[src/hw/sds_defs.svh]
// Constants for the SMBus target data and status block
// Contract
// - Address byte 0 gives offset bits 7:0
// - Reads return full aligned 32-bit word
// - Writes use 8, 16 or 32 data bits
// - Data field is four byte lanes
// - Status byte precedes read data bytes
// - Status bit 7 flags 2 ms timeout
// - Status bit 5 flags master abort
// - Status bit 4 flags target abort
// - Status bit 0 flags previous success
// - Command bits 3:2 select internal operation
// - Command bit 5 selects address space
// - Byte count includes status on reads
// - Address byte 1 bits 3:0 give upper offset
`ifndef SDS_DEFS_SVH
`define SDS_DEFS_SVH
`define SDS_CMD_SIZE_LSB 2
`define SDS_CMD_CFG_BIT 5
`define SDS_ST_TIMEOUT 7
`define SDS_ST_MABORT 5
`define SDS_ST_TABORT 4
`define SDS_ST_OK 0
`define SDS_SIZE_RD32 2'h0
`define SDS_SIZE_WR8 2'h1
`define SDS_SIZE_WR16 2'h2
`define SDS_SIZE_WR32 2'h3
`define SDS_CLK_HZ 10000000
`define SDS_TIMEOUT_MS 2
`define SDS_TIMEOUT_CYC ((`SDS_CLK_HZ / 1000) * `SDS_TIMEOUT_MS)
`define SDS_RD_COUNT 8'h05
`endif

[src/hw/sds_pkg.sv]
// Types for the SMBus target data and status block
package sds_pkg;
	typedef struct packed {
		logic [7:0] data_lane_3;
		logic [7:0] data_lane_2;
		logic [7:0] data_lane_1;
		logic [7:0] data_lane_0;
	} sds_data_t;
	typedef struct packed {
		logic [7:0] command;
		logic [7:0] addr_hi;
		logic [7:0] addr_lo;
		sds_data_t data;
	} sds_req_t;
	typedef struct packed {
		logic cfg_mode;
		logic [11:0] offset;
		logic [3:0] byte_en;
		logic write;
		sds_data_t wdata;
	} sds_core_req_t;
	typedef enum logic [1:0] {SDS_IDLE, SDS_BUSY, SDS_SEND} sds_state_t;
endpackage

[src/hw/sds_target.sv]
// SMBus target data path: internal access, status byte and read stream
`timescale 1ns/10ps
`include "sds_defs.svh"
module sds_target #(
	parameter int unsigned TIMEOUT_CYC = `SDS_TIMEOUT_CYC
) (
	input wire logic mclk,
	input wire logic reset_n,
	input wire logic req_valid,
	input wire sds_pkg::sds_req_t req,
	output sds_pkg::sds_core_req_t core_req,
	output logic core_valid,
	input wire logic core_done,
	input wire logic core_master_abort,
	input wire logic core_target_abort,
	input wire sds_pkg::sds_data_t core_rdata,
	output logic busy,
	output logic [7:0] status,
	output sds_pkg::sds_data_t rd_data,
	output logic [7:0] byte_count,
	output logic [7:0] tx_byte,
	output logic tx_valid,
	input wire logic tx_ready
);
	import sds_pkg::*;
	typedef struct packed {
		sds_state_t state;
		logic busy;
		sds_core_req_t core_req;
		logic core_valid;
		logic is_read;
		logic [7:0] status;
		sds_data_t rd_data;
		logic [7:0] byte_count;
		logic [7:0] tx_byte;
		logic tx_valid;
		logic [2:0] tx_idx;
	} sds_st_t;
	sds_st_t st, next_st;
	logic expired;
	logic [1:0] size;
	logic [3:0] be;
	logic [31:0] lane_mask;

	// Timer runs only while an internal access is outstanding
	sds_timer #(
		.LIMIT(TIMEOUT_CYC)
	) u_timer (
		.mclk(mclk),
		.reset_n(reset_n),
		.run(st.state == SDS_BUSY),
		.expired(expired)
	);

	always_comb begin
		size = req.command[`SDS_CMD_SIZE_LSB +: 2];
		case (size)
			`SDS_SIZE_WR8: be = 4'h1;
			`SDS_SIZE_WR16: be = 4'h3;
			default: be = 4'hf;
		endcase
	end

	// One mask byte per lane, driven from the decoded byte enables
	for (genvar i = 0; i < 4; i++) begin : g_lane
		assign lane_mask[8 * i +: 8] = {8{be[i]}};
	end

	always_comb begin
		next_st = st;
		case (st.state)
			SDS_IDLE: begin
				if (req_valid) begin
					next_st.core_req.cfg_mode = req.command[`SDS_CMD_CFG_BIT];
					// Upper nibble of the high address byte is dropped
					next_st.core_req.offset = {req.addr_hi[3:0], req.addr_lo};
					next_st.core_req.byte_en = be;
					next_st.core_req.write = (size != `SDS_SIZE_RD32);
					// Unused lanes are zeroed so the core never sees stale bytes
					next_st.core_req.wdata = req.data & lane_mask;
					next_st.is_read = (size == `SDS_SIZE_RD32);
					next_st.core_valid = 1'b1;
					next_st.state = SDS_BUSY;
				end
			end
			SDS_BUSY: begin
				if (core_done || expired) begin
					next_st.core_valid = 1'b0;
					next_st.status = 8'h00;
					next_st.status[`SDS_ST_TIMEOUT] = expired && !core_done;
					next_st.status[`SDS_ST_MABORT] = core_done && core_master_abort;
					next_st.status[`SDS_ST_TABORT] = core_done && core_target_abort;
					next_st.status[`SDS_ST_OK] = core_done && !core_master_abort
						&& !core_target_abort;
					if (st.is_read && core_done) begin
						next_st.rd_data = core_rdata;
					end
					if (st.is_read) begin
						next_st.byte_count = `SDS_RD_COUNT;
						next_st.state = SDS_SEND;
						next_st.tx_idx = 3'h0;
						next_st.tx_valid = 1'b0;
					end else begin
						next_st.state = SDS_IDLE;
					end
				end
			end
			SDS_SEND: begin
				if (!st.tx_valid || tx_ready) begin
					if (st.tx_idx == 3'h6) begin
						next_st.tx_valid = 1'b0;
						next_st.state = SDS_IDLE;
					end else begin
						next_st.tx_valid = 1'b1;
						next_st.tx_idx = st.tx_idx + 3'h1;
						case (st.tx_idx)
							3'h0: next_st.tx_byte = st.byte_count;
							3'h1: next_st.tx_byte = st.status;
							3'h2: next_st.tx_byte = st.rd_data.data_lane_3;
							3'h3: next_st.tx_byte = st.rd_data.data_lane_2;
							3'h4: next_st.tx_byte = st.rd_data.data_lane_1;
							default: next_st.tx_byte = st.rd_data.data_lane_0;
						endcase
					end
				end
			end
			default: next_st.state = SDS_IDLE;
		endcase
		// Busy is registered so the port comes straight from a flop
		next_st.busy = (next_st.state != SDS_IDLE);
	end

	always_ff @(posedge mclk or negedge reset_n) begin
		if (!reset_n) begin
			st <= '0;
		end else begin
			st <= next_st;
		end
	end

	assign core_req = st.core_req;
	assign core_valid = st.core_valid;
	assign busy = st.busy;
	assign status = st.status;
	assign rd_data = st.rd_data;
	assign byte_count = st.byte_count;
	assign tx_byte = st.tx_byte;
	assign tx_valid = st.tx_valid;
endmodule

[src/hw/sds_timer.sv]
// Access time counter with timeout flag
`timescale 1ns/10ps
`include "sds_defs.svh"
module sds_timer #(
	parameter int unsigned LIMIT = 20000
) (
	input wire logic mclk,
	input wire logic reset_n,
	input wire logic run,
	output logic expired
);
	import sds_pkg::*;
	typedef struct packed {
		logic [31:0] count;
		logic expired;
	} sds_timer_st_t;
	sds_timer_st_t st, next_st;
	always_comb begin
		next_st = st;
		if (!run) begin
			next_st.count = 32'h0;
			next_st.expired = 1'b0;
		end else if (st.count >= LIMIT - 1) begin
			next_st.expired = 1'b1;
		end else begin
			next_st.count = st.count + 32'h1;
		end
	end
	always_ff @(posedge mclk or negedge reset_n) begin
		if (!reset_n) begin
			st <= '0;
		end else begin
			st <= next_st;
		end
	end
	assign expired = st.expired;
endmodule

[config.mk]
export PLATFORM = sky130hd
export DESIGN_NAME = sds_target
export DESIGN_NICKNAME = d
export VERILOG_FILES = /design/src/hw/sds_pkg.sv /design/src/hw/sds_target.sv /design/src/hw/sds_timer.sv
export VERILOG_INCLUDE_DIRS = /design/src /design/src/hw
export SDC_FILE = /design/constraint.sdc
export NUM_CORES = 1
export LEC_CHECK = 0
export BUFFER_PORTS_ARGS = -buffer_cell sky130_fd_sc_hd__buf_2
export CORE_ASPECT_RATIO = 1.25
export CORE_MARGIN = 2
export CORE_UTILIZATION = 55
export DETAILED_ROUTE_END_ITERATION = 16
export HOLD_SLACK_MARGIN = 0.1
export MAX_ROUTING_LAYER = met4
export PLACE_DENSITY = 0.93
export RECOVER_POWER = 100
export SYNTH_ARGS = -nofsm -noshare
export SYNTH_HDL_FRONTEND = slang
export SYNTH_HIERARCHICAL = 1
export SYNTH_SLANG_ARGS = --single-unit
[constraint.sdc]
create_clock -name mclk -period 3.44 [get_ports mclk]
set_clock_uncertainty 0.05 [all_clocks]
set_input_delay 0.344 -clock mclk [delete_from_list [all_inputs] [get_ports mclk]]
set_output_delay 0.344 -clock mclk [all_outputs]
set_load 0.05 [all_outputs]
======== Word level (Yosys, flattened, before mapping) ========
Index checks and enable logic that the tools add are counted.
storage, ports and cells
  flip-flop bits (word level) ............. 137
  input bits .............................. 95
  word-level logic and storage cells ...... 91
cells by class
  add/sub/neg operators ................... 2
  magnitude comparators ................... 1
  eq/ne operators ......................... 16
  mux-type cells .......................... 20
  bitwise operators ....................... 2
  reduce and logical (&&, ||, !) cells .... 27
operators by type and width
  operator               number
  $pmux 8 s5             1
  $mux 33                1
  $add 32x1->32 const B  1
  $and 32x32->32         1
  $ge 32x15->1 const B   1
  $mux 32                1
  $pmux 4 s2             2
  $ne 2x2->1 const B     7
  $mux 2                 6
  $mux 4                 3
  $reduce_and 3->1       4
  $reduce_bool 2->1      4
  $eq 3x2->1 const B     2
  $eq 3x3->1 const B     2
  $logic_and 1x1->1      6
  $pmux 2 s3             1
  $reduce_and 5->1       1
  $eq 2x1->1 const B     2
  $eq 2x2->1 const B     2
  $logic_not 1->1        4
  $logic_not 2->1        2
  $reduce_and 2->1       2
  $reduce_and 4->1       1
  $add 3x1->3 const B    1
  other kinds (7)        10

======== Logic depth before layout (Yosys ltp) ========
  depth after elaboration ................. 5
  depth in mapped cells ................... 8

======== By module ========
The synthesis kept the hierarchy.
by module, submodules not included
  module      instances  cells an instance  area an instance (sq um)
  sds_target  1          456                5250.0
  sds_timer   1          139                1492.7

======== Worst setup path before layout ========
No wires, ideal clock.
  path kind ............................... flip-flop to flip-flop
  start ................................... register u_timer/st[13] (netlist bit)
  end ..................................... register u_timer/st[10] (netlist bit)
  library setup time ...................... 79 ps
  arrival time ............................ 1680 ps
  setup slack ............................. 1631 ps
  cell stages (with the launch flop) ...... 7
  clock period less this slack ............ 1809 ps
  path through ............................ dfrtp_1 -> or4_4 -> a211oi_4 -> nor3_2 -> buf_6 -> nand4_1 -> mux2i_1
on the way
  word-level cells in the longest chain between the ends .. 2
ends and longest elaborated chain
  what                    line             source
  from (decl)             sds_timer.sv:17  sds_timer_st_t st, next_st;
  from (signal assigned)  sds_timer.sv:33  st <= next_st;
  $ge 32x15->1            sds_timer.sv:23  end else if (st.count >= LIMIT - 1) begin
  $ne 2x2->1 (no line)    --
Every way passes these cells.
A chain may end at the register's enable or synchronous reset.

======== Worst setup path in the final report ========
  start ................................... register u_timer/st[20] (netlist bit)
  end ..................................... register u_timer/st[9] (netlist bit)
The elaborated chain is that of the path after synthesis.

==> impl_metrics.yaml <==
status:
  outcome: "completed"
critical_path:
  crit_fanout: 11
  end_kind: "flip-flop"
  critPathMaxStageDelay_ns: 1.02
  critPathKind: "flip-flop to flip-flop"
  slowest_stage: "nor3_1"
  cp.buffers_inverters: 0
  start_kind: "flip-flop"
  cp_data_required_time_ns: 3.71
  crit_family: "simple AND/OR/NAND/NOR gates"
  path_cells: "nor4_1 -> o211ai_1 -> nor3_1 -> nand4_1 -> mux2i_1"
  crit_arrival_ns: 2.88
layout:
  fin_nets: 789
  final_util_pct: 61.2
  nFillCells: 1064
  synthToLayoutAreaGrowth_pct: 9.28
  fin_area_um2: 7370
  layout-drive-gt1-share_pct: 21.2
global_route:
  grt_overflow: 0
  grt_start_max_net_pins: 101
  grt_pass1_wl_um: 21300
  grt_pass1_vias: 4382
  grt_usage_pct: 21.7
  antenna_found_initial: 1
routing:
  drc: 0
  drt_pass1_iterations: 6
  routed_wl_um: 13800
  wl_per_cell_um: 16.0
  viasPerCell: 5.11
  vias: 4413
  ant_nets: 0
  first_iter_violations: 173
floorplanning:
  ioPinCount: 204
  die-area_um2: 13200
  core_um2: 12000
  rows: 45
  die_h_um: 128
  initial_core_util_pct: 56.0
  die_w_um: 103
timing:
  hold_viol_final: 0
  period_needed_ns: 2.61
  tns_ns: 0
  fmax_mhz: 383
  setup_violations: 0
  slew_violations: 0
  setup_ws_ns: 0.827
  worst_pin_slew_ns: 1.20
  rsz0062_at_grt: "no"
  finalCritPeriodShare_pct: 75.9
  relSlewSlack_pct: 19.2
run:
  cap_violations: 0
clocking:
  cts_tree: "done"
  cts.repair.resized: 0
  clock_latency_ns: 0.40
  cts_sinks: 136
  numCtsBuffers: 17
  cts_buffer_depth: 2
  cts.htree.levels: 4
  clk_pin_slew_ns: 0.06
  cts_root_buffer: "clkbuf_16"
logic_synthesis:
  yosys_warnings: 6
  synth.top_cells.by_count: "136 x dfrtp_1, 106 x buf_4, 54 x nand2_1"
  syn_inst: 595
  ys_ff_latch: 136
  synth_edf_count: 0
  synthTopCellsByArea: "dfrtp_1 50%, buf_4 12%, mux2_4 6.7%"
  syn_avg_cell_area_um2: 11.3
  yosysMostFrequentCell: "dfrtp_1"
  yosys.area.top_type_share_pct: 50.5
  ys_seq_area_share_pct: 50.5
  synth_area_um2: 6740
  synth-main-ff-cell: "dfrtp_1"
  yosysTopAreaCell: "dfrtp_1"
  ys_async_sr_fraction_pct: 100
  ys_types: 48
pwr:
  pwr-share-comb_pct: 47.5
  swShare_pct: 50.7
  clock_power_share_pct: 20.7
  leakage_nw: 3.42
  p_switching_mw: 4.19
  peakVddDrop_v: 0.000578
  p_total_mw: 8.28
  power.share.sequential_pct: 31.9
  power.density_nw_per_um2: 1120
  internal-power_mw: 4.08
placement:
  port_buffers: 184
  dpl_worst_slack_ns: 1.13
  hpwl_um: 9980
  place.gp.congestion: 0.804
  postPlaceCellArea_um2: 7020
hold_path:
  hp-class: "input port to flip-flop"
what timing repair did:
item                                   in CTS  in global routing
buffers inserted                            0                  0
hold buffers                                3                  0
endpoints found under the hold margin     100                  0
cell families (layout without fill, tap and decap cells):
kind of cell / count (synthesis) / after routing / synth area share (%)
xor+xnor: 3 / 3 / 0.390
compound gates: 79 / 79 / 7.83
fa+ha+maj: 8 / 8 / 1.48
mux: 64 / 64 / 12.2
simple gates: 166 / 166 / 13.4
flops: 136 / 136 / 50.5
buf+inv: 138 / 233 / 14.2
other cells: 1 / 11 / 0.0556
final cells by class:
type	count	area, µm²	share of cell area [%]
clock inverter	13	124	1.68
tap	164	205	2.78
inverter	10	37.5	0.509
clock buffer	19	443	6.01
antenna	1	2.50	0.0340
sequential	136	3400	46.2
multi-input combinational	330	2300	31.2
timing repair buffer	191	852	11.6
metrics by stage:
stage / instances / hold WS, ns
6_report: 864 / 0.0974
5_1_grt: 864 / 0.0930
4_1_cts: 863 / 0.103
3_5_place_dp: 828 / 0.415
3_3_place_gp: 828 / 0.402
2_1_floorplan: 604 / -0.00159
power by group through the flow:
stage	clock network [mW]	logic [mW]	registers [mW]
final	1.71	3.93	2.64
after global routing	1.82	4.16	2.72
after CTS	1.74	4.30	2.63
after detailed placement	0	4.28	2.65
after global placement	0	4.20	2.61
after floorplan	0	4.13	2.58
worst register-to-register path, delay by kind of cell, from the launching register on:
kind | cells | cell delay (ns)
muxes | 1 | 0.23
AOI/OAI and AO/OA | 1 | 0.28
DFF | 1 | 0.38
and+or+nand+nor | 3 | 1.61
layer usage:
metal / part of all wire (%) / GRT usage (%)
met1: 39 / 24.0
met2: 53 / 37.8
met3: 4.9 / 4.69
met4: 2.4 / 8.36
met5: 0 / -
state kept, by name, summed over array words and instances, names as in the netlist:
register and cells:
byte_count 1, busy 1, rd_data 32, tx_valid 1
st 6, tx_byte 8, u_timer/st 32, status 4
core_req 49, u_timer/expired 1, core_valid 1
worst paths after layout:
path                                      from            end  slack (ns)  cells past startpoint
min in group asynchronous              reset_n     rd_data[0]        0.56                      2
worst min-delay path            core_rdata[17]    rd_data[17]         0.1                      2
worst max-delay path            u_timer/st[20]  u_timer/st[9]        0.83                      5
worst max register to register  u_timer/st[20]  u_timer/st[9]        0.83                      5
worst min register to register    core_req[10]   core_req[10]        0.43                      2
max in group asynchronous              reset_n    rd_data[24]        1.31                      3
cells in the final DEF (no fill, tap or decap), types with 8 or more instances in the layout:
cell / count
ha_1: 8
mux2_2: 23
inv_1: 9
mux2i_1: 9
nor2_1: 10
buf_2: 84
and2_0: 14
conb_1: 10
dfrtp_1: 136
o2bb2ai_1: 8
o21ai_0: 41
clkbuf_1: 103
nand2b_1: 35
nand2_1: 53
mux2_1: 31
nand4_1: 10
and3_1: 10
clkbuf_16: 17
Power figures use the tool's default switching activity.
